**config.mk**
```make
export PLATFORM = sky130hd
export DESIGN_NAME = ptr_result_bank
export DESIGN_NICKNAME = d
export VERILOG_FILES = /design/src/ptr_pkg.sv /design/src/ptr_result_bank.sv /design/src/ptr_sync.sv /design/src/ptr_qstat.sv
export SDC_FILE = /design/constraint.sdc
export NUM_CORES = 1
export LEC_CHECK = 0
export BUFFER_PORTS_ARGS = -buffer_cell sky130_fd_sc_hd__buf_2
export CORE_MARGIN = 1.5
export CORE_UTILIZATION = 40
export CTS_BUF_LIST = sky130_fd_sc_hd__clkbuf_16
export DETAILED_ROUTE_END_ITERATION = 6
export GPL_TIMING_DRIVEN = 0
export PLACE_DENSITY_LB_ADDON = 0.05
export REMOVE_ABC_BUFFERS = 1
export SLEW_MARGIN = 20
export SYNTH_ARGS = -nofsm -noshare
export SYNTH_HDL_FRONTEND = slang
export SYNTH_SLANG_ARGS = --single-unit
```
**constraint.sdc**
```tcl
create_clock -name clock -period 4.75 [get_ports clock]
set_clock_uncertainty 0.15 [all_clocks]
set_input_delay 0.475 -clock clock [delete_from_list [all_inputs] [get_ports clock]]
set_output_delay 0.475 -clock clock [all_outputs]
set_load 0.1 [all_outputs]
```
**src/ptr_pkg.sv**
```systemverilog
/*
 * Shared constants and types for the pressure and temperature result bank.
 * Assumes a single 25 MHz system clock; the serial bus pins arrive unsynchronised.
 */
package ptr_pkg;

	// --------------------------------------------------------------------
	// Widths
	// --------------------------------------------------------------------
	localparam int PRESS_W = 20;               // Unsigned 18.2 pascals
	localparam int TEMP_W  = 12;               // Signed 8.4 degrees
	localparam int CNT_W   = 6;                // Queue sample count

	// --------------------------------------------------------------------
	// Register offsets
	// --------------------------------------------------------------------
	localparam logic [7:0] ADDR_READY_FLAGS   = 8'h00;
	localparam logic [7:0] ADDR_PRESS_HI      = 8'h01;
	localparam logic [7:0] ADDR_PRESS_MID     = 8'h02;
	localparam logic [7:0] ADDR_PRESS_LO      = 8'h03;
	localparam logic [7:0] ADDR_TEMP_HI       = 8'h04;
	localparam logic [7:0] ADDR_TEMP_LO       = 8'h05;
	localparam logic [7:0] ADDR_PCHG_HI       = 8'h07;
	localparam logic [7:0] ADDR_PCHG_MID      = 8'h08;
	localparam logic [7:0] ADDR_PCHG_LO       = 8'h09;
	localparam logic [7:0] ADDR_TCHG_HI       = 8'h0A;
	localparam logic [7:0] ADDR_TCHG_LO       = 8'h0B;
	localparam logic [7:0] ADDR_PART_ID       = 8'h0C;
	localparam logic [7:0] ADDR_QUEUE_STATE   = 8'h0D;

	// --------------------------------------------------------------------
	// Reset values and identity
	// --------------------------------------------------------------------
	localparam logic [7:0] RESET_BYTE         = 8'h00;
	localparam logic [3:0] ZERO_NIBBLE        = 4'h0;
	localparam logic [6:0] BUS_ADDRESS_DFLT   = 7'h2A;  // Arbitrary value
	localparam logic [7:0] PART_ID_DFLT       = 8'h5A;  // Arbitrary value

	// --------------------------------------------------------------------
	// Field positions
	// --------------------------------------------------------------------
	localparam int RDY_ANY_OW = 7;
	localparam int RDY_P_OW   = 6;
	localparam int RDY_T_OW   = 5;
	localparam int RDY_ANY    = 3;
	localparam int RDY_P      = 2;
	localparam int RDY_T      = 1;
	localparam int QS_OVF     = 7;
	localparam int QS_LEVEL   = 6;

	// --------------------------------------------------------------------
	// Modes, counts and bus phases
	// --------------------------------------------------------------------
	localparam logic [1:0] MODE_OFF      = 2'b00;
	localparam logic [5:0] CNT_EMPTY     = 6'h00;
	localparam logic [5:0] CNT_FULL      = 6'h20;
	localparam logic [3:0] BITS_PER_BYTE = 4'h8;

	typedef enum logic [2:0] {
		PH_IDLE,
		PH_ADDR,
		PH_ACK_ADDR,
		PH_PTR,
		PH_ACK_WR,
		PH_WDATA,
		PH_RDATA,
		PH_RACK
	} ptr_phase_t;

endpackage

```
**src/ptr_result_bank.sv**
```systemverilog
/*
 * Pressure and temperature result bank behind a two-wire serial slave.
 * Holds live results, sample-to-sample changes, the part identifier and the
 * queue state byte; all are read-only and reached with auto-incrementing
 * register addresses, except that 01h does not advance while the queue is on.
 * Assumes samples, control bits and queue data arrive
 * from logic on the same 25 MHz clock; the bus pins are asynchronous.
 */
// Function
// - Pressure is unsigned 20 bits, two fraction bits
// - Pressure bytes at 01h, 02h, 03h high nibble
// - Pressure registers load only in barometer mode
// - Temperature is signed 12 bits, four fraction bits
// - Temperature at 04h and 05h high nibble
// - Address auto-increments across 00h to 0Dh, but holds at 01h with queue on
// - Queue off: registers show live samples
// - Pressure change at 07h-09h, same layout
// - Change registers update in every queue mode
// - Temperature change at 0Ah and 0Bh high nibble
// - Read-only part identifier at 0Ch
// - 0Dh: overflow, level flag, sample count
// - Count 0 empty, 1 to 32 stored
// - Overflow flag holds while queue overflowed
// - Level flag while count exceeds threshold
// - Reading 0Dh clears pending event, not flags
// - Queue on: 01h reads queue, 02h-05h zero
// - Queue off: reading 01h clears pressure flags
`timescale 1ns/1ns
module ptr_result_bank #(
	parameter logic [6:0] BUS_ADDRESS = ptr_pkg::BUS_ADDRESS_DFLT,
	parameter logic [7:0] PART_ID     = ptr_pkg::PART_ID_DFLT       // Arbitrary value
) (
	// Clock and reset
	input  wire logic                          clock,
	input  wire logic                          rstn,
	// Serial bus pins
	input  wire logic                          scl_in,
	input  wire logic                          sda_in,
	output logic                               sda_out,
	output logic                               sda_oe,
	// New sample from the acquisition engine
	input  wire logic                          sample_valid,
	input  wire logic [ptr_pkg::PRESS_W-1:0]   pressure_value,
	input  wire logic [ptr_pkg::TEMP_W-1:0]    temperature_value,
	// Control bits
	input  wire logic                          height_mode_select,
	input  wire logic [1:0]                    fifo_mode,
	input  wire logic [ptr_pkg::CNT_W-1:0]     queue_level_threshold,
	// Sample queue
	input  wire logic [ptr_pkg::CNT_W-1:0]     queue_fill_count,
	input  wire logic                          queue_overflowed,
	input  wire logic [7:0]                    fifo_data_byte,
	output logic                               fifo_data_take,
	output logic                               queue_event_pending
);
	import ptr_pkg::*;

	// --------------------------------------------------------------------
	// State
	// --------------------------------------------------------------------
	typedef struct packed {
		ptr_phase_t         phase;
		logic               scl_d;
		logic               sda_d;
		logic [3:0]         cnt;
		logic [7:0]         shreg;
		logic               rw;
		logic               mack;
		logic [7:0]         ptr;
		logic               sda_oe;
		logic               sda_out;
		logic               fifo_take;
		logic [PRESS_W-1:0] press;
		logic [PRESS_W-1:0] press_prev;
		logic [PRESS_W-1:0] press_chg;
		logic [TEMP_W-1:0]  temp;
		logic [TEMP_W-1:0]  temp_prev;
		logic [TEMP_W-1:0]  temp_chg;
		logic               p_rdy;
		logic               p_ow;
		logic               t_rdy;
		logic               t_ow;
	} ptr_bank_t;

	ptr_bank_t  r;
	ptr_bank_t  next_r;
	logic [1:0] pins_s;
	logic       scl_s;
	logic       sda_s;
	logic       scl_rise;
	logic       scl_fall;
	logic       bus_start;
	logic       bus_stop;
	logic       do_load;
	logic       queue_read;
	logic [7:0] load_byte;
	logic [7:0] queue_state;
	logic       q_on;

	// --------------------------------------------------------------------
	// Pin synchroniser and queue state byte
	// --------------------------------------------------------------------
	ptr_sync u_sync (
		.clock    (clock),
		.rstn     (rstn),
		.pin_in   ({sda_in, scl_in}),
		.pin_sync (pins_s)
	);

	ptr_qstat u_qstat (
		.clock                 (clock),
		.rstn                  (rstn),
		.fifo_mode             (fifo_mode),
		.queue_fill_count      (queue_fill_count),
		.queue_overflowed      (queue_overflowed),
		.queue_level_threshold (queue_level_threshold),
		.status_read           (queue_read),
		.queue_state           (queue_state),
		.queue_event_pending   (queue_event_pending)
	);

	// --------------------------------------------------------------------
	// Read map
	// --------------------------------------------------------------------
	// Byte seen by the host at an address; unmapped addresses read zero
	function automatic logic [7:0] byte_at(
		input logic [7:0] a,
		input ptr_bank_t  s,
		input logic       qon,
		input logic [7:0] qdata,
		input logic [7:0] qbyte
	);
		logic [7:0] b;
		b = RESET_BYTE;
		case (a)
			ADDR_READY_FLAGS: begin
				b[RDY_ANY_OW] = s.p_ow | s.t_ow;
				b[RDY_P_OW]   = s.p_ow;
				b[RDY_T_OW]   = s.t_ow;
				b[RDY_ANY]    = s.p_rdy | s.t_rdy;
				b[RDY_P]      = s.p_rdy;
				b[RDY_T]      = s.t_rdy;
			end
			ADDR_PRESS_HI:    b = qon ? qdata : s.press[19:12];
			ADDR_PRESS_MID:   b = qon ? RESET_BYTE : s.press[11:4];
			ADDR_PRESS_LO:    b = qon ? RESET_BYTE : {s.press[3:0], ZERO_NIBBLE};
			ADDR_TEMP_HI:     b = qon ? RESET_BYTE : s.temp[11:4];
			ADDR_TEMP_LO:     b = qon ? RESET_BYTE : {s.temp[3:0], ZERO_NIBBLE};
			ADDR_PCHG_HI:     b = s.press_chg[19:12];
			ADDR_PCHG_MID:    b = s.press_chg[11:4];
			ADDR_PCHG_LO:     b = {s.press_chg[3:0], ZERO_NIBBLE};
			ADDR_TCHG_HI:     b = s.temp_chg[11:4];
			ADDR_TCHG_LO:     b = {s.temp_chg[3:0], ZERO_NIBBLE};
			ADDR_PART_ID:     b = PART_ID;
			ADDR_QUEUE_STATE: b = qbyte;
			default:          b = RESET_BYTE;
		endcase
		return b;
	endfunction

	// --------------------------------------------------------------------
	// Bus events
	// --------------------------------------------------------------------
	// Edges and start/stop come from synchronised levels only
	assign scl_s     = pins_s[0];
	assign sda_s     = pins_s[1];
	assign scl_rise  = scl_s & ~r.scl_d;
	assign scl_fall  = ~scl_s & r.scl_d;
	assign bus_start = scl_s & r.scl_d & r.sda_d & ~sda_s;
	assign bus_stop  = scl_s & r.scl_d & ~r.sda_d & sda_s;
	assign q_on      = (fifo_mode != MODE_OFF);
	assign load_byte = byte_at(r.ptr, r, q_on, fifo_data_byte, queue_state);
	assign queue_read = do_load & (r.ptr == ADDR_QUEUE_STATE);

	// --------------------------------------------------------------------
	// Next state
	// --------------------------------------------------------------------
	// Bus first, then samples, so a sample that lands with a read still sets its flag
	always_comb begin
		next_r           = r;
		do_load          = 1'b0;
		next_r.scl_d     = scl_s;
		next_r.sda_d     = sda_s;
		next_r.fifo_take = 1'b0;
		next_r.sda_out   = 1'b0;  // Open drain: only ever pulls low

		// Byte engine: sample on rising edge, change output on falling edge
		case (r.phase)
			PH_ADDR, PH_PTR, PH_WDATA: begin
				if (scl_rise) begin
					next_r.shreg = {r.shreg[6:0], sda_s};
					next_r.cnt   = r.cnt + 4'h1;
				end else if (scl_fall && r.cnt == BITS_PER_BYTE) begin
					next_r.cnt    = 4'h0;
					next_r.sda_oe = 1'b1;
					if (r.phase == PH_ADDR) begin
						next_r.rw    = r.shreg[0];
						next_r.phase = PH_ACK_ADDR;
						if (r.shreg[7:1] != BUS_ADDRESS) begin
							next_r.sda_oe = 1'b0;
							next_r.phase  = PH_IDLE;
						end
					end else if (r.phase == PH_PTR) begin
						next_r.ptr   = r.shreg;
						next_r.phase = PH_ACK_WR;
					end else begin
						// Data written to this bank is acknowledged and dropped
						next_r.ptr   = r.ptr + 8'h01;
						next_r.phase = PH_ACK_WR;
					end
				end
			end
			PH_ACK_ADDR: begin
				if (scl_fall) begin
					next_r.sda_oe = 1'b0;
					next_r.cnt    = 4'h0;
					if (r.rw) begin
						do_load      = 1'b1;
						next_r.phase = PH_RDATA;
					end else begin
						next_r.phase = PH_PTR;
					end
				end
			end
			PH_ACK_WR: begin
				if (scl_fall) begin
					next_r.sda_oe = 1'b0;
					next_r.cnt    = 4'h0;
					next_r.phase  = PH_WDATA;
				end
			end
			PH_RDATA: begin
				if (scl_rise) begin
					next_r.cnt = r.cnt + 4'h1;
				end else if (scl_fall) begin
					if (r.cnt == BITS_PER_BYTE) begin
						next_r.sda_oe = 1'b0;  // Let the host drive its acknowledge
						next_r.phase  = PH_RACK;
					end else begin
						next_r.shreg  = {r.shreg[6:0], 1'b0};
						next_r.sda_oe = ~r.shreg[6];
					end
				end
			end
			PH_RACK: begin
				if (scl_rise) begin
					next_r.mack = ~sda_s;
				end else if (scl_fall) begin
					next_r.cnt = 4'h0;
					if (r.mack) begin
						do_load      = 1'b1;
						next_r.phase = PH_RDATA;
					end else begin
						next_r.phase = PH_IDLE;
					end
				end
			end
			PH_IDLE: begin
				next_r.sda_oe = 1'b0;
			end
			default: begin
				next_r.phase  = PH_IDLE;
				next_r.sda_oe = 1'b0;
			end
		endcase

		// Load the next read byte; read side effects happen here exactly once
		if (do_load) begin
			next_r.shreg  = load_byte;
			next_r.sda_oe = ~load_byte[7];
			// The queue port does not advance so a burst drains the queue
			if (q_on && r.ptr == ADDR_PRESS_HI) begin
				next_r.fifo_take = 1'b1;
				next_r.p_rdy     = 1'b0;
				next_r.p_ow      = 1'b0;
				next_r.t_rdy     = 1'b0;
				next_r.t_ow      = 1'b0;
			end else begin
				next_r.ptr = r.ptr + 8'h01;
			end
			if (!q_on && r.ptr == ADDR_PRESS_HI) begin
				next_r.p_rdy = 1'b0;
				next_r.p_ow  = 1'b0;
			end
			if (!q_on && r.ptr == ADDR_TEMP_HI) begin
				next_r.t_rdy = 1'b0;
				next_r.t_ow  = 1'b0;
			end
		end

		// Start and stop override any phase; a repeated start keeps the pointer
		if (bus_start) begin
			next_r.phase  = PH_ADDR;
			next_r.cnt    = 4'h0;
			next_r.sda_oe = 1'b0;
		end else if (bus_stop) begin
			next_r.phase  = PH_IDLE;
			next_r.sda_oe = 1'b0;
		end

		// New sample: live results and changes, flags set after any clear
		if (sample_valid) begin
			if (!height_mode_select) begin
				next_r.press      = pressure_value;
				next_r.press_chg  = pressure_value - r.press_prev;
				next_r.press_prev = pressure_value;
				next_r.p_ow       = next_r.p_ow | next_r.p_rdy;
				next_r.p_rdy      = 1'b1;
			end
			next_r.temp      = temperature_value;
			next_r.temp_chg  = temperature_value - r.temp_prev;
			next_r.temp_prev = temperature_value;
			next_r.t_ow      = next_r.t_ow | next_r.t_rdy;
			next_r.t_rdy     = 1'b1;
		end
	end

	// --------------------------------------------------------------------
	// Registers
	// --------------------------------------------------------------------
	// Everything resets to zero but the edge history; the identifier is a constant, not a flop
	always_ff @(posedge clock or negedge rstn) begin
		if (!rstn) begin
			r       <= '0;
			r.scl_d <= 1'b1;  // Idle-high history, so no false clock edge follows reset
			r.sda_d <= 1'b1;
		end else begin
			r <= next_r;
		end
	end

	assign sda_out        = r.sda_out;
	assign sda_oe         = r.sda_oe;
	assign fifo_data_take = r.fifo_take;

	// --------------------------------------------------------------------
	// Checks
	// --------------------------------------------------------------------
	property p_part_id;
		@(posedge clock) disable iff (!rstn)
		(do_load && r.ptr == ADDR_PART_ID) |=> (r.shreg == PART_ID);
	endproperty
	a_part_id: assert property (p_part_id) else $error("identifier byte wrong");

	property p_queue_zero;
		@(posedge clock) disable iff (!rstn)
		(do_load && q_on && r.ptr >= ADDR_PRESS_MID && r.ptr <= ADDR_TEMP_LO) |=> (r.shreg == RESET_BYTE);
	endproperty
	a_queue_zero: assert property (p_queue_zero) else $error("result byte not zero in queue mode");

	property p_press_load;
		@(posedge clock) disable iff (!rstn)
		(sample_valid && !height_mode_select) |=> (r.press == $past(pressure_value));
	endproperty
	a_press_load: assert property (p_press_load) else $error("pressure not loaded");

	property p_temp_change;
		@(posedge clock) disable iff (!rstn)
		sample_valid |=> (r.temp_chg == TEMP_W'($past(temperature_value) - $past(r.temp_prev)));
	endproperty
	a_temp_change: assert property (p_temp_change) else $error("temperature change wrong");

	property p_press_change;
		@(posedge clock) disable iff (!rstn)
		(sample_valid && !height_mode_select) ##1 (!sample_valid)[*2]
		|-> (r.press_chg == PRESS_W'($past(pressure_value, 2) - $past(r.press_prev, 2)));
	endproperty
	a_press_change: assert property (p_press_change) else $error("pressure change wrong");

	property p_ready_clear;
		@(posedge clock) disable iff (!rstn)
		(do_load && !q_on && r.ptr == ADDR_PRESS_HI && !sample_valid) |=> (!r.p_rdy && !r.p_ow);
	endproperty
	a_ready_clear: assert property (p_ready_clear) else $error("pressure flags not cleared");

	property p_auto_inc;
		@(posedge clock) disable iff (!rstn)
		(do_load && !q_on) |=> (r.ptr == 8'($past(r.ptr) + 8'h01));
	endproperty
	a_auto_inc: assert property (p_auto_inc) else $error("pointer did not advance");

	property p_low_nibble;
		@(posedge clock) disable iff (!rstn)
		(do_load && (r.ptr == ADDR_PRESS_LO || r.ptr == ADDR_TEMP_LO || r.ptr == ADDR_TCHG_LO))
		|=> (r.shreg[3:0] == ZERO_NIBBLE);
	endproperty
	a_low_nibble: assert property (p_low_nibble) else $error("reserved nibble not zero");

	property p_queue_byte;
		@(posedge clock) disable iff (!rstn)
		queue_read |=> (r.shreg == $past(queue_state));
	endproperty
	a_queue_byte: assert property (p_queue_byte) else $error("queue state byte wrong");

endmodule // ptr_result_bank

```
**src/ptr_sync.sv**
```systemverilog
/*
 * Two-flop synchroniser for the serial clock and data pins.
 * Assumes the pins are asynchronous to clock; only the second stage is read outside.
 */
`timescale 1ns/1ns
module ptr_sync (
	// Clock and reset
	input  wire logic       clock,
	input  wire logic       rstn,
	// Pins in, synchronised levels out
	input  wire logic [1:0] pin_in,
	output logic      [1:0] pin_sync
);
	import ptr_pkg::*;

	typedef struct packed {
		logic [1:0] stage1;
		logic [1:0] stage2;
	} ptr_sync_t;

	ptr_sync_t r;
	ptr_sync_t next_r;

	// First stage feeds only the second stage
	always_comb begin
		next_r        = r;
		next_r.stage1 = pin_in;
		next_r.stage2 = r.stage1;
	end

	// Idle bus is high, so the pipeline resets high to avoid a false start
	always_ff @(posedge clock or negedge rstn) begin
		if (!rstn) begin
			r <= '1;
		end else begin
			r <= next_r;
		end
	end

	assign pin_sync = r.stage2;

endmodule // ptr_sync

```
**src/ptr_qstat.sv**
```systemverilog
/*
 * Queue state byte: overflow flag, level flag and sample count, plus the
 * pending queue event bit that a read of the byte clears.
 * Assumes the queue itself lives elsewhere on the same clock.
 */
`timescale 1ns/1ns
module ptr_qstat (
	// Clock and reset
	input  wire logic                   clock,
	input  wire logic                   rstn,
	// Queue condition from the sample store
	input  wire logic [1:0]             fifo_mode,
	input  wire logic [ptr_pkg::CNT_W-1:0] queue_fill_count,
	input  wire logic                   queue_overflowed,
	input  wire logic [ptr_pkg::CNT_W-1:0] queue_level_threshold,
	// Read of the byte and results
	input  wire logic                   status_read,
	output logic      [7:0]             queue_state,
	output logic                        queue_event_pending
);
	import ptr_pkg::*;

	typedef struct packed {
		logic [7:0] qbyte;
		logic       pend;
	} ptr_qs_t;

	ptr_qs_t r;
	ptr_qs_t next_r;
	logic    q_on;

	// Flags track their conditions; disabled queue reads all zero
	always_comb begin
		next_r = r;
		q_on   = (fifo_mode != MODE_OFF);
		next_r.qbyte[QS_OVF]   = q_on & queue_overflowed;
		next_r.qbyte[QS_LEVEL] = q_on & (queue_fill_count > queue_level_threshold);
		next_r.qbyte[CNT_W-1:0] = q_on ? queue_fill_count : CNT_EMPTY;
		// Read clears only the pending bit; a new event in the same cycle wins
		if (status_read) begin
			next_r.pend = 1'b0;
		end
		if ((next_r.qbyte[QS_OVF] & ~r.qbyte[QS_OVF]) | (next_r.qbyte[QS_LEVEL] & ~r.qbyte[QS_LEVEL])) begin
			next_r.pend = 1'b1;
		end
	end

	always_ff @(posedge clock or negedge rstn) begin
		if (!rstn) begin
			r <= '0;
		end else begin
			r <= next_r;
		end
	end

	assign queue_state         = r.qbyte;
	assign queue_event_pending = r.pend;

	// --------------------------------------------------------------------
	// Checks
	// --------------------------------------------------------------------
	property p_ovf_follows;
		@(posedge clock) disable iff (!rstn)
		(fifo_mode != MODE_OFF && queue_overflowed) |=> queue_state[QS_OVF];
	endproperty
	a_ovf_follows: assert property (p_ovf_follows) else $error("overflow flag missing");

	property p_level_follows;
		@(posedge clock) disable iff (!rstn)
		(fifo_mode != MODE_OFF) |=> (queue_state[QS_LEVEL] == $past(queue_fill_count > queue_level_threshold));
	endproperty
	a_level_follows: assert property (p_level_follows) else $error("level flag wrong");

	property p_off_zero;
		@(posedge clock) disable iff (!rstn)
		(fifo_mode == MODE_OFF) |=> (queue_state == RESET_BYTE);
	endproperty
	a_off_zero: assert property (p_off_zero) else $error("disabled queue byte not zero");

	property p_read_keeps_flags;
		@(posedge clock) disable iff (!rstn)
		(status_read && fifo_mode != MODE_OFF && queue_overflowed && !queue_state[QS_OVF] == 1'b0)
		|=> queue_state[QS_OVF] && !$changed(queue_state[QS_OVF]);
	endproperty
	a_read_keeps_flags: assert property (p_read_keeps_flags) else $error("read cleared overflow");

endmodule // ptr_qstat

```
# Word-level counts from Yosys, hierarchy flattened
# Index checks and enable logic that the tools add are counted.
dict set report word_totals {
  reg_bits 110
  input_bits 61
  output_inout_bits 4
  word_cells 189
}
dict set report op_classes {
  add_sub_neg 4
  order_cmp 1
  n_eq_ne 42
  n_mux 71
  n_bitwise 27
  n_reduce_logical 22
}
# op count
set op_table {}
lappend op_table {{8-bit two-way mux} 14}
lappend op_table {{8-bit by 4-bit == test with 1-bit output, second input constant} 6}
lappend op_table {{3-bit two-way mux} 14}
lappend op_table {{4-bit != test, second input constant} 10}
lappend op_table {{3-bit case mux with 13 select lines} 1}
lappend op_table {{4-bit two-way mux} 9}
lappend op_table {{3-bit case mux with 11 select lines} 1}
lappend op_table {{9-bit two-way mux} 3}
lappend op_table {{8-bit by 3-bit == test with 1-bit output, second input constant} 3}
lappend op_table {{5-bit != test, second input constant} 4}
lappend op_table {{20-bit subtractor} 1}
lappend op_table {{3-bit != test, second input constant} 6}
lappend op_table {{1-bit two-way mux} 17}
lappend op_table {{8-bit by 2-bit == test with 1-bit output, second input constant} 2}
lappend op_table {{4-bit case mux with 4 select lines} 1}
lappend op_table {{8-bit case mux with 2 select lines} 1}
lappend op_table {{3-bit case mux with 5 select lines} 1}
lappend op_table {{7-bit nonzero test} 2}
lappend op_table {{1-bit bitwise AND} 12}
lappend op_table {{3-bit == test, second input constant} 4}
lappend op_table {{1-bit case mux with 12 select lines} 1}
lappend op_table {{12-bit subtractor} 1}
lappend op_table {{1-bit inverter} 10}
lappend op_table {{10-bit AND reduction} 1}
lappend op_table {{other kinds (28)} 42}

# Depth between registers and ports, before layout
# Gate-level depths: netlist of run 1.
dict set report depth {
  word_depth 10
  ltp_mapped 9
  ltp_nobuf 9
}

# Modules after synthesis
# From an unflattened synthesis of run 1, not the netlist that was laid out.
dict set report unflattened {
  hier_cells 862
  hier_area_um2 7335.8
}
# mod n_inst cells_per_inst area_each_um2
set by_module_without_submodules {}
lappend by_module_without_submodules {ptr_result_bank 1 816 6770.2}
lappend by_module_without_submodules {ptr_qstat 1 42 460.4}
lappend by_module_without_submodules {ptr_sync 1 4 105.1}

# Least setup slack after synthesis of run 1
# OpenSTA, ideal clock, no wires.
dict set report synth_timing {
  path_type {input to register}
  startpoint {in pressure_value[0] (netlist bit)}
  endpoint {reg r[58] (netlist bit)}
  setup_time_ns 0.120
  t_arrival_ns 2.363
  t_required_ns 4.480
  setup_slack_ns 2.117
  stages 9
  path_buffers 0
  path_cell_list {inv_1 > ha_1 > fa_1 > nand2b_1 > a21oi_1 > o2111ai_1 > a2111oi_1 > o21ai_0 > a31o_1}
}
dict set report synth_between {
  elab_chain_cells 1
}
# element line
set synth_lines {}
lappend synth_lines {{from (decl)} ptr_result_bank.sv:43} ;# input wire logic [ptr_pkg::PRESS_W-1:0] pressure_value,
lappend synth_lines {{20-bit subtractor} ptr_result_bank.sv:305} ;# next_r.press_chg = pressure_value - r.press_prev;
lappend synth_lines {{to (signal assigned)} ptr_result_bank.sv:328} ;# r <= next_r;
lappend synth_lines {{to (decl)} ptr_result_bank.sv:85} ;# ptr_bank_t r;
# No other way between the ends.
# A chain may end at the register's enable or synchronous reset.

# Worst setup path after layout of run 1
dict set report layout_timing {
  startpoint {reg r[60] (netlist bit)}
  endpoint {reg r[58] (netlist bit)}
}
dict set report layout_between {
  elab_chain_cells 1
}
# element line
set layout_lines {}
lappend layout_lines {{20-bit subtractor} ptr_result_bank.sv:305}
# No other way between the ends.

==> PnR_summary.wiki, run 1 <==
{| class="wikitable"
! Metric !! Value
|-
| Result of the run || completed
|-
| Dominant synthesized flop cell || dfrtp_1
|-
| Data arrival at the endpoint of the critical path || 3090 ps
|-
| Portion of total power attributed to the clock network || 0.254
|-
| Clock latency on the worst-skew pair || 360 ps
|-
| Wire length of the first global-routing pass || 34600 um
|-
| Setup-failing EPs final || 0
|-
| Worst EP required || between 4000 and 5000 ps
|-
| Depth of the worst hold-timing path || 1
|-
| Critical Path Source Type || register
|-
| Max capacitance violation total || 0
|-
| Via count of the first global-routing pass || 6357
|-
| Die height || 138 um
|-
| Site Rows || between 40 and 50
|-
| Standby leakage power || 3.57 nW
|-
| Type of the setup path with the least slack || register to register
|-
| Fraction of layout cells with a size suffix above 1 || 0.130
|-
| Share of synthesized area occupied by flip-flops and latches || 0.378
|-
| Count of buffers from port buffering || 63
|-
| Total of flip-flops plus latches after synthesis || 110
|-
| Net count, final || between 900 and 1000
|-
| Sum Neg Setup Slack || 0 ps
|-
| Total clock buffers created by CTS || 9
|-
| Antenna violations before repair || 0
|-
| Unrepaired setup endpoints after global routing || no
|-
| R2R depth || 8
|-
| Power Internal || 1.81 mW
|-
| CTS H-Tree Depth || 3
|-
| Final core occ || 0.453
|-
| Post-synthesis average cell area || 8.67 um^2
|-
| Path category of the worst min-delay check || input pin to register
|-
| Overall global routing resource usage || 0.229
|-
| Die span in x || around 140 um
|-
| Count of placed standard cells including taps || 1100
|-
| Type of destination of the critical path || register
|-
| Remaining number of nets flagged by the antenna check after routing || 0
|-
| Starting utilization of the core area || 0.408
|-
| Pin slew with the least headroom to its limit || 1100 ps
|-
| Post-synthesis async set-or-reset flop share || 1.00
|-
| Comb pwr share || 0.282
|-
| Slew headroom || 0.265
|-
| Number of top-level pins || 65
|-
| Number of iterations in the first detailed-routing pass || 6
|-
| Warning count from the yosys run || 0
|-
| Sinks on the clock net || 110
|-
| TritonCTS clock tree || done
|-
| Drt total wl || approximately 21000 um
|-
| Final worst-path cycle share || 0.629
|-
| Post-detailed-placement half-perimeter wirelength || 16400 um
|-
| Count of flip-flops with a built-in enable after synthesis || 0
|-
| Clk slew on worst S/H paths || 70 ps
|-
| Root Driver || clkbuf_16
|-
| Number of max-slew violations in the final report || 0
|-
| Overall overflow remaining after global route || 0
|-
| Total standard cell area after synthesis || 7300 um^2
|-
| Vias || between 6000 and 7000
|-
| Net Switching || between 0.9 and 1 mW
|-
| Final cell count without fillers || 1117
|-
| Total power of the final layout || roughly 2.8 mW
|-
| Power share of the sequential group || 0.464
|-
| Core region area || between 15000 and 20000 um^2
|-
| Switching Fraction || 0.354
|-
| GP Congestion || 0.911
|-
| Maximum number of pins on one net before global-route repair || 67
|-
| Post-DR wirelength/cell || between 15 and 20 um
|-
| Post-CTS setup buffers || 0
|-
| Remaining design rule violation count || 0
|-
| Crit path time final || 2990 ps
|-
| Number of standard cells after synthesis || 842
|-
| Number of distinct library cells after synthesis || 85
|-
| Number of diodes added for antenna fixing || 0
|-
| Maximum net fanout on the critical path || 4
|-
| Vias/cell || 5.78
|-
| Number of violations reported at the end of detailed-routing iteration 0 || between 500 and 600
|-
| Worst-case clock buffer depth || 2
|-
| IR Drop Worst-Case VDD || 0.208 mV
|-
| F_max || about 0.33 GHz
|-
| Ratio of total power to cell area || between 300 and 400 nW/um^2
|-
| Die Footprint || ~19000 um^2
|-
| Number of endpoints with negative hold slack in the final report || 0
|-
| Layout overhead on the synthesized area || 11.2%
|}
## power by group through the flow
| stage | sequential (mW) | clock [mW] | combinational [mW] |
|---|---|---|---|
| floorplan | 1.22 | 0 | 0.593 |
| global placement | 1.32 | 0 | 0.763 |
| detailed placement | 1.32 | 0 | 0.787 |
| CTS | 1.30 | 0.738 | 0.793 |
| global route | 1.33 | 0.779 | 0.893 |
| finish | 1.30 | 0.714 | 0.790 |
## cells in the final DEF (no fill, tap or decap), types with 12 or more instances in the layout
master,n
o21ai_0,46
nand3_1,21
mux2i_1,12
and2_1,18
o21ai_1,50
buf_2,62
a21oi_1,48
ha_1,42
xnor2_1,13
nand2_1,112
nand2b_1,15
dfrtp_1,104
nor2b_1,15
nor2_1,31
inv_1,56
## worst paths after layout
path	startpoint	endpoint	slack [ps]
max in group asynchronous	rstn	u_sync.pin_sync[0]$_DFF_PN1_	3200
min in group asynchronous	rstn	r[24]$_DFFE_PN0P_	530
worst max-delay path	r[60]$_DFFE_PN0P_	r[58]$_DFFE_PN0P_	1760
worst min-delay path	scl_in	u_sync.next_r[0]$_DFF_PN1_	70
worst max register to register	r[60]$_DFFE_PN0P_	r[58]$_DFFE_PN0P_	1760
worst min register to register	u_sync.next_r[1]$_DFF_PN1_	u_sync.pin_sync[1]$_DFF_PN1_	210
## per-layer routing
layer,global-route usage,vias up,part of all wire
met5,0,-,0
met4,0.0781,0,0.027
met2,0.380,195,0.48
met1,0.299,3112,0.44
li1,-,3122,-
met3,0.0436,28,0.050
## Yosys cell counts, types with 4 or more instances
cell       number  area (um^2)
nor2b_1        15         93.8
nand2_1       112          420
buf_2          13         65.1
mux2i_1        12          120
a221oi_1        5         43.8
o21a_1          8         60.1
a221o_1         4         40.0
nor3_1         11         55.1
o21ai_1        50          250
dfstp_2         6          158
and3_1          8         50.1
nor2_1         32          120
o31a_1          4         35.0
o21ai_0        46          230
a22oi_1        11         82.6
nand2b_1       16          100
o2111ai_1       5         43.8
xor2_1          5         43.8
xnor2_1        13          114
a21o_1         10         75.1
ha_1           42          526
a21oi_1        48          240
and2_1         18          113
o31ai_1         8         60.1
nand3b_1        4         30.0
inv_1          55          206
a31oi_1         9         56.3
dfrtp_1       104         2600
nand4_1         6         37.5
clkbuf_1       24         90.1
nand3_1        21          105
o211ai_1        6         45.0
a211oi_1        9         67.6
o22ai_1        11         68.8
mux2_2         11          124
or3_1           5         31.3
## registers in the layout, indices dropped and copies added (netlist names)
signal and flops:
r 95, u_qstat.queue_state 8, u_sync.next_r 2, u_sync.pin_sync 2, fifo_data_take 1, sda_oe 1
u_qstat.queue_event_pending 1
## worst max-delay path, cell delays in order, from the launching register on
cell and delay, ps:
dfrtp_1 430, ha_1 240, fa_1 410, nand2b_1 180
a21oi_1 290, o2111ai_1 310, a2111oi_1 490, o21ai_0 150
a31o_1 240
## repair_timing
item	4_1_cts	5_1_grt
hold buffers	1	0
resized for setup	0	0
hold endpoints to repair	28	0
## logic make-up (layout without fill, tap and decap cells)
| kind of cell | Yosys count | after routing | share of synthesized area |
|---|---|---|---|
| AO/OA/AOI/OAI | 277 | 277 | 0.246 |
| buffers and inverters | 97 | 143 | 0.0537 |
| flip-flops | 110 | 110 | 0.378 |
| AND/OR/NAND/NOR | 268 | 268 | 0.182 |
| XOR/XNOR | 18 | 18 | 0.0216 |
| other | 1 | 1 | 0.000514 |
| adder cells (fa/ha/maj) | 44 | 44 | 0.0775 |
| multiplexers | 27 | 27 | 0.0401 |
## cell type report
| cell class | count | area, um^2 |
|---|---|---|
| Fill cell | 1795 | 9790 |
| Multi-Input combinational cell | 635 | 4160 |
| Sequential cell | 110 | 2760 |
| Timing Repair Buffer | 70 | 429 |
| Tap cell | 229 | 287 |
| Clock buffer | 9 | 225 |
| Inverter | 57 | 214 |
| Clock inverter | 7 | 41.3 |
## stage by stage
stage	hold slack, ps	cell area, um^2	setup WS, ps
finish	67.6	8110	1760
global route	50.7	8110	1600
CTS	56.3	8110	1760
detailed placement	197	7840	1630
global placement	198	7720	651
floorplan	29.4	7120	1910
(Power assumes the default switching activity.)
==> run 2, diff against run 1 <==
--- a/config.mk
+++ b/config.mk
@@ -5,6 +5,7 @@
 export SDC_FILE = /design/constraint.sdc
 export NUM_CORES = 1
 export LEC_CHECK = 0
+export ABC_AREA = 1
 export BUFFER_PORTS_ARGS = -buffer_cell sky130_fd_sc_hd__buf_2
 export CORE_MARGIN = 1.5
 export CORE_UTILIZATION = 40
==> constraint.sdc (replaced) <==
create_clock -name clock -period 2.9 [get_ports clock]
set_clock_uncertainty 0.15 [all_clocks]
set_input_delay 0.29 -clock clock [delete_from_list [all_inputs] [get_ports clock]]
set_output_delay 0.29 -clock clock [all_outputs]
set_load 0.1 [all_outputs]
==> PnR_summary.wiki, run 2 <==
{| class="wikitable"
! Metric !! Value
|-
| IR Drop Worst-Case VDD || 0.311 mV (was 0.208 mV)
|-
| Maximum net fanout on the critical path || 16 (was 4)
|-
| Post-CTS setup buffers || 0 (unchanged)
|-
| Drt total wl || 21400 um (was 21500 um)
|-
| Net count, final || 1264 (was 988)
|-
| Power Internal || 3.15 mW (was 1.81 mW)
|-
| Post-synthesis average cell area || 6.88 um^2 (was 8.67 um^2)
|-
| Worst hold slack after final layout || 8.97 ps (was 67.6 ps)
|-
| Yosys top cell area share || 0.346 (was 0.357)
|-
| Final cell count without fillers || 1393 (was 1117)
|-
| Biggest area contributors in the synthesized netlist || dfrtp_1, nand2_1, ha_1, inv_1, o21ai_0 (was dfrtp_1, ha_1, nand2_1, o21ai_1, a21oi_1)
|-
| Post-detailed-placement half-perimeter wirelength || 16000 um (was 16400 um)
|-
| Net Switching || 2.05 mW (was 0.994 mW)
|-
| Most common cell after layout, fill and taps aside || nand2_1 (unchanged)
|-
| Crit path time final || 2570 ps (was 2990 ps)
|-
| Total power of the final layout || 5.20 mW (was 2.81 mW)
|-
| TritonCTS clock tree || done (unchanged)
|-
| Site Rows || 49 (unchanged)
|-
| Post-DR wirelength/cell || 15.4 um (was 19.2 um)
|-
| Standby leakage power || 4.32 nW (was 3.57 nW)
|-
| Max reg flops || 95 (unchanged)
|-
| Die Footprint || 19600 um^2 (was 19100 um^2)
|-
| Number of endpoints with negative hold slack in the final report || 0 (unchanged)
|-
| Number of diodes added for antenna fixing || 0 (unchanged)
|-
| Slew headroom || 0.481 (was 0.265)
|-
| Count of buffers from port buffering || 63 (unchanged)
|-
| Dominant synthesized flop cell || dfrtp_1 (unchanged)
|-
| Vias/cell || 5.03 (was 5.78)
|-
| Wire length of the first global-routing pass || 34900 um (was 34600 um)
|-
| Number of violations reported at the end of detailed-routing iteration 0 || 569 (was 503)
|-
| Sum Neg Setup Slack || 0 ps (unchanged)
|-
| Number of iterations in the first detailed-routing pass || 7 (was 6)
|-
| Worst EP required || 3040 ps (was 4850 ps)
|-
| Worst Setup Slack post-DPL || -272 ps (was 1630 ps)
|-
| Maximum number of pins on one net before global-route repair || 65 (was 67)
|-
| Top library cells by usage in the layout, fill and taps aside || nand2_1, inv_1, nor2_1, dfrtp_1, o21ai_0 (was nand2_1, dfrtp_1, buf_2)
|-
| Root Driver || clkbuf_16 (unchanged)
|-
| CTS H-Tree Depth || 3 (unchanged)
|-
| GP Congestion || 0.892 (was 0.911)
|-
| Number of fill cells || 1941 (was 1795)
|-
| F_max || 0.390 GHz (was 0.335 GHz)
|-
| Total of flip-flops plus latches after synthesis || 110 (unchanged)
|-
| Clk slew on worst S/H paths || 80 ps (was 70 ps)
|-
| Starting utilization of the core area || 0.413 (was 0.408)
|-
| Switching Fraction || 0.394 (was 0.354)
|-
| Total standard cell area after synthesis || 7510 um^2 (was 7300 um^2)
|-
| Core region area || 18200 um^2 (was 17900 um^2)
|-
| Final worst setup slack || 333 ps (was 1760 ps)
|-
| Antenna violations before repair || 0 (unchanged)
|-
| Top cell type by total area after synthesis || dfrtp_1 (unchanged)
|-
| Total clock buffers created by CTS || 9 (unchanged)
|-
| Met1 Usage GRT || 0.314 (was 0.299)
|-
| Type of destination of the critical path || register (unchanged)
|-
| Share of synthesized area occupied by flip-flops and latches || 0.367 (was 0.378)
|-
| Number of max-slew violations in the final report || 0 (unchanged)
|-
| Worst reg2reg setup slack || 330 ps (was 1760 ps)
|-
| Data arrival at the endpoint of the critical path || 2710 ps (was 3090 ps)
|-
| Met3 track demand over resource in global routing || 0.0332 (was 0.0436)
|-
| Path category of the worst min-delay check || input pin to register (unchanged)
|-
| Max capacitance violation total || 0 (unchanged)
|-
| Number of top-level pins || 65 (unchanged)
|-
| Warning count from the yosys run || 0 (unchanged)
|-
| Clock latency on the worst-skew pair || 360 ps (about the same)
|-
| Remaining design rule violation count || 0 (unchanged)
|-
| Fraction of layout cells with a size suffix above 1 || 0.0979 (was 0.130)
|-
| Ratio of total power to cell area || 611 nW/um^2 (was 346 nW/um^2)
|-
| Synth cell count leaders || nand2_1, inv_1, nor2_1, dfrtp_1, o21ai_0 (was nand2_1, dfrtp_1, inv_1, o21ai_1, a21oi_1)
|-
| Pin slew with the least headroom to its limit || 776 ps (was 1100 ps)
|-
| Number of distinct library cells after synthesis || 46 (was 85)
|-
| Result of the run || completed (unchanged)
|-
| Largest Register || r (unchanged)
|-
| GRT met2 Usage || 0.374 (was 0.380)
|-
| Placed Area || 8060 um^2 (was 7840 um^2)
|-
| Via count of the first global-routing pass || 6772 (was 6357)
|-
| Final core occ || 0.467 (was 0.453)
|-
| Global routing's busiest layer || met2 (unchanged)
|-
| Unrepaired setup endpoints after global routing || no (unchanged)
|-
| Sinks on the clock net || 110 (unchanged)
|-
| Final worst-path cycle share || 0.885 (was 0.629)
|-
| Overall global routing resource usage || 0.226 (was 0.229)
|-
| Vias || 7010 (was 6457)
|-
| Portion of total power attributed to the clock network || 0.250 (was 0.254)
|-
| Comb pwr share || 0.345 (was 0.282)
|-
| Number of standard cells after synthesis || 1093 (was 842)
|-
| Setup-failing EPs final || 0 (unchanged)
|-
| Type of the setup path with the least slack || register to register (unchanged)
|-
| Remaining number of nets flagged by the antenna check after routing || 0 (unchanged)
|-
| Power share of the sequential group || 0.405 (was 0.464)
|-
| Critical Path Source Type || register (unchanged)
|-
| Count of placed standard cells including taps || 1362 (was 1100)
|-
| Die height || 140 um (was 138 um)
|-
| Overall overflow remaining after global route || 0 (unchanged)
|-
| Leading cell type by number of instances after synthesis || nand2_1 (unchanged)
|-
| Post-synthesis async set-or-reset flop share || 1.00 (unchanged)
|-
| Non-Filler Cell Area, Final || 8510 um^2 (was 8110 um^2)
|-
| Layout overhead on the synthesized area || 13.2% (was 11.2%)
|-
| Worst-case clock buffer depth || 2 (unchanged)
|-
| Count of flip-flops with a built-in enable after synthesis || 0 (unchanged)
|-
| Die span in x || 140 um (was 138 um)
|}
## run 2: changes by cell type after synthesis, sizes merged, moves of 15 or more
cell    delta
and2      -19
inv       +82
mux2      -15
nand2    +229
nand2b    -16
nand3     +65
nor2      +80
nor2b     -15
## run 2: worst max-delay path: stages (launching register included)
cell	delay, ps
dfrtp_1	410
nor2_1	110
nand2_1	370
nor2_1	750
nand3_1	170
nand2_1	150
nor2_1	90
nand3_1	90
nand2_1	60
a21oi_1	140
## run 2: logic make-up after synthesis
logic type	after synthesis	synth area share
adders and majority gates	44	0.0753
xor gates and xnor gates	16	0.0186
buffers and inverters	165	0.0854
and+or+nand+nor	575	0.321
AOI/OAI and AO/OA	182	0.132
DFF	110	0.367
other	1	0.000499
## run 2: area by class of cell
| type | count | area, um^2 | area share |
|---|---|---|---|
| inverters | 140 | 529 | 0.0622 |
| clock inverters | 7 | 71.3 | 0.00838 |
| repair buffers | 78 | 494 | 0.0581 |
| clock buffers | 9 | 225 | 0.0265 |
| repair inverters | 1 | 7.51 | 0.000882 |
| well taps | 229 | 287 | 0.0337 |
| multi-input cells | 819 | 4130 | 0.486 |
| flip-flops and latches | 110 | 2760 | 0.324 |
## run 2: worst paths after layout
check | endpoint | from | depth (start not counted)
max reg2reg | r[115]$_DFFE_PN0P_ | r[109]$_DFF_PN0_ | 9
max in group asynchronous | r[126]$_DFF_PN1_ | rstn | 3
min in group asynchronous | u_qstat.queue_event_pending$_DFFE_PN0P_ | rstn | 2
min reg2reg | u_sync.pin_sync[1]$_DFF_PN1_ | u_sync.next_r[1]$_DFF_PN1_ | 0
min | r[23]$_DFFE_PN0P_ | temperature_value[7] | 3
max | r[115]$_DFFE_PN0P_ | r[109]$_DFF_PN0_ | 9
## run 2: power by group through the flow
| stage | sequential [mW] | combinational (mW) | clock [mW] |
|---|---|---|---|
| final | 2.10 | 1.79 | 1.30 |
| after global routing | 2.15 | 2.08 | 1.39 |
| after CTS | 2.10 | 1.79 | 1.34 |
| after detailed placement | 2.13 | 1.77 | 0 |
| after global placement | 2.13 | 1.75 | 0 |
| after floorplan | 2.06 | 1.30 | 0 |
## run 2: metal layers
| layer | wire, um | share of wire |
|---|---|---|
| met1 | 10700 | 0.50 |
| met4 | 257 | 0.012 |
| met5 | 0 | 0 |
| met2 | 9910 | 0.46 |
| met3 | 585 | 0.027 |
## run 2: repair_timing
| item | 4_1_cts | 5_1_grt |
|---|---|---|
| endpoints found under the setup margin | 0 | 33 |
| endpoints found under the hold margin | 75 | 0 |
| gates resized for setup | 0 | 3 |
| hold buffers | 13 | 0 |
==> run 3, diff against run 2 <==
==> constraint.sdc (replaced) <==
create_clock -name clock -period 2.1 [get_ports clock]
set_clock_uncertainty 0.15 [all_clocks]
set_input_delay 0.21 -clock clock [delete_from_list [all_inputs] [get_ports clock]]
set_output_delay 0.21 -clock clock [all_outputs]
set_load 0.1 [all_outputs]
==> PnR_summary.wiki, run 3 (synthesis gave the netlist of run 2 again) <==
{| class="wikitable"
! Metric !! Value
|-
| Comb pwr share || 0.381 (was 0.345)
|-
| Post-detailed-placement half-perimeter wirelength || 16000 um (unchanged)
|-
| Standby leakage power || 4.69 nW (was 4.32 nW)
|-
| Cell with the largest stage delay on the worst path || dlygate4sd3_1 (was nor2_1)
|-
| Critical path's largest stage delay || 530 ps (was 750 ps)
|-
| Fraction of layout cells with a size suffix above 1 || 0.193 (was 0.0979)
|-
| Top library cells by usage in the layout, fill and taps aside || nand2_1, inv_1, dfrtp_1 (was nand2_1, inv_1, nor2_1, dfrtp_1, o21ai_0)
|-
| Unrepaired setup endpoints after global routing || yes (was no)
|-
| Power Internal || 4.59 mW (was 3.15 mW)
|-
| CTS H-Tree Depth || 3 (unchanged)
|-
| Site Rows || 49 (unchanged)
|-
| Worst EP required || 2200 ps (was 3040 ps)
|-
| Net Switching || 3.04 mW (was 2.05 mW)
|-
| Cell-by-cell listing of the critical path || dlygate4sd3_1 -> buf_2 -> ha_2 -> nand2_1 -> nor3_2 -> nand3_1 -> nand3_1 -> nand2_1 -> nand3_1 -> nand2_1 (was nor2_1 -> nand2_1 -> nor2_1 -> nand3_1 -> nand2_1 -> nor2_1 -> nand3_1 -> nand2_1 -> a21oi_1)
|-
| Power share of the sequential group || 0.383 (was 0.405)
|-
| Data arrival at the endpoint of the critical path || 2120 ps (was 2710 ps)
|-
| FF-to-FF Start || r[127]$_DFFE_PN0P_ (was r[109]$_DFF_PN0_)
|-
| Clock latency on the worst-skew pair || 360 ps (about the same)
|-
| Switching Fraction || 0.398 (was 0.394)
|-
| Number of iterations in the first detailed-routing pass || 6 (was 7)
|-
| Final worst-path cycle share || 0.960
|-
| Max capacitance violation total || 0 (unchanged)
|-
| Starting utilization of the core area || 0.413 (unchanged)
|-
| Post-DR wirelength/cell || 15.8 um (was 15.4 um)
|-
| Antenna violations before repair || 0 (unchanged)
|-
| Overall overflow remaining after global route || 0 (unchanged)
|-
| Vias || 7460 (was 7010)
|-
| Overall global routing resource usage || 0.241 (was 0.226)
|-
| Remaining number of nets flagged by the antenna check after routing || 0 (unchanged)
|-
| F_max || 0.496 GHz
|-
| Critical Path Source Type || input pin (was register)
|-
| Remaining design rule violation count || 0 (unchanged)
|-
| Result of the run || completed (unchanged)
|-
| Vias/cell || 5.08 (was 5.03)
|-
| R2R depth || 7 (was 9)
|-
| Core region area || 18200 um^2 (unchanged)
|-
| Pin slew with the least headroom to its limit || 780 ps (was 776 ps)
|-
| Number of diodes added for antenna fixing || 0 (unchanged)
|-
| Worst reg2reg setup slack || 110 ps (was 330 ps)
|-
| Type of destination of the critical path || register (unchanged)
|-
| Total power of the final layout || 7.63 mW (was 5.20 mW)
|-
| Critical register-to-register path endpoint || r[1]$_DFF_PN0_ (was r[115]$_DFFE_PN0P_)
|-
| Die height || 140 um (unchanged)
|-
| Number of top-level pins || 65 (unchanged)
|-
| Worst hold path startpoint || pressure_value[0] (was temperature_value[7])
|-
| Sum Neg Setup Slack || 0 ps (unchanged)
|-
| Number of violations reported at the end of detailed-routing iteration 0 || 540 (was 569)
|-
| Max reg flops || 95 (unchanged)
|-
| Slew headroom || 0.480 (was 0.481)
|-
| Most common cell after layout, fill and taps aside || nand2_1 (unchanged)
|-
| Wire length of the first global-routing pass || 36900 um (was 34900 um)
|-
| Sinks on the clock net || 110 (unchanged)
|-
| Via count of the first global-routing pass || 7080 (was 6772)
|-
| TritonCTS clock tree || done (unchanged)
|-
| Depth of the worst hold-timing path || 4 (was 3)
|-
| Clk slew on worst S/H paths || 80 ps (about the same)
|-
| Crit path time final || 2020 ps
|-
| Portion of total power attributed to the clock network || 0.236 (was 0.250)
|-
| Total clock buffers created by CTS || 9 (unchanged)
|-
| Die span in x || 140 um (unchanged)
|-
| Number of endpoints with negative hold slack in the final report || 0 (unchanged)
|-
| Drt total wl || 23200 um (was 21400 um)
|-
| IR Drop Worst-Case VDD || 0.439 mV (was 0.311 mV)
|-
| Maximum net fanout on the critical path || 7 (was 16)
|-
| Count of buffers from port buffering || 63 (unchanged)
|-
| Root Driver || clkbuf_16 (unchanged)
|-
| Ratio of total power to cell area || 801 nW/um^2 (was 611 nW/um^2)
|-
| GP Congestion || 0.892 (unchanged)
|-
| Die Footprint || 19600 um^2 (unchanged)
|-
| Non-Filler Cell Area, Final || 9530 um^2 (was 8510 um^2)
|-
| Number of max-slew violations in the final report || 0 (unchanged)
|-
| Placed Area || 8060 um^2 (unchanged)
|-
| Layout overhead on the synthesized area || 26.8% (was 13.2%)
|-
| Destination of the worst hold path || r[40]$_DFFE_PN0P_ (was r[23]$_DFFE_PN0P_)
|-
| Largest Register || r (unchanged)
|-
| Worst-case clock buffer depth || 2 (unchanged)
|-
| Type of the setup path with the least slack || input pin to register (was register to register)
|-
| Setup-failing EPs final || 0 (unchanged)
|-
| Maximum number of pins on one net before global-route repair || 65 (unchanged)
|-
| Net count, final || 1339 (was 1264)
|-
| Path category of the worst min-delay check || input pin to register (unchanged)
|}
[run 3: cell count changes in the layout (fill, tap and decap cells not counted), sizes merged]
cell,change
dlygate4sd3,+29
inv,-2
clkinvlp,+3
buf,+43
nor2,+2
[run 3: area by class of cell]
type | instances | area [um^2]
Clock inverter | 7 | 71.3
Multi-Input combinational cell | 821 | 4490
Timing Repair inverter | 2 | 15.0
Timing Repair Buffer | 150 | 1140
Clock buffer | 9 | 225
Sequential cell | 110 | 2760
Inverter | 140 | 537
Fill cell | 1867 | 8680
Tap cell | 229 | 287
[run 3: worst max path at each step]
stage	from	slack [ps]	depth (start not counted)	to
finish	pressure_value[16]	80	10	r[59]$_DFFE_PN0P_
floorplan	sample_valid	-1090	6	r[42]$_DFFE_PN0P_
detailed placement	sample_valid	-990	7	r[42]$_DFFE_PN0P_
CTS	r[60]$_DFFE_PN0P_	6	12	r[56]$_DFFE_PN0P_
global route	r[127]$_DFFE_PN0P_	-30	9	r[129]$_DFFE_PN0P_
global placement	sample_valid	-3570	7	r[42]$_DFFE_PN0P_
[run 3: worst max-delay path: cells and delay by family]
family	cells	cell delay [ps]
and+or+nand+nor	7	860
buffers and inverters	2	660
adders and majority gates	1	390
[run 3: power by group through the flow]
| stage | sequential (mW) | combinational (mW) | clock [mW] |
|---|---|---|---|
| global placement | 2.94 | 2.41 | 0 |
| detailed placement | 2.94 | 2.44 | 0 |
| CTS | 2.90 | 2.58 | 1.85 |
| finish | 2.92 | 2.91 | 1.80 |
| global route | 2.98 | 3.31 | 1.91 |
| floorplan | 2.85 | 1.80 | 0 |
[run 3: repair_timing]
| action | 4_1_cts | 5_1_grt |
|---|---|---|
| hold endpoints to repair | 104 | 0 |
| cloned | 4 | 1 |
| pin swaps | 6 | 13 |
| hold buffers | 42 | 0 |
| setup endpoints to repair | 47 | 68 |
| gates resized for setup | 28 | 83 |
| buffers inserted | 15 | 28 |
[run 3: through the flow]
| stage | std cells | hold slack [ps] | setup WS, ps | utilization |
|---|---|---|---|---|
| floorplan | 1068 | -236 | -1090 | - |
| global placement | 1360 | 166 | -3570 | 0.439 |
| detailed placement | 1362 | 114 | -992 | 0.443 |
| CTS | 1439 | 93.8 | 6.35 | 0.495 |
| global route | 1468 | 147 | -32.3 | 0.523 |
| finish | 1468 | 125 | 83.5 | 0.523 |
[run 3: routing by layer]
layer  global-route usage  routed length, um  vias to the layer above  part of all wire
met4               0.0582                316                        0             0.014
met3               0.0332                837                       23             0.036
met1                0.331              11000                     3468              0.47
met5                    0                  0                        -                 0
li1                     -                  -                     3806                 -
met2                0.404              11000                      163              0.48
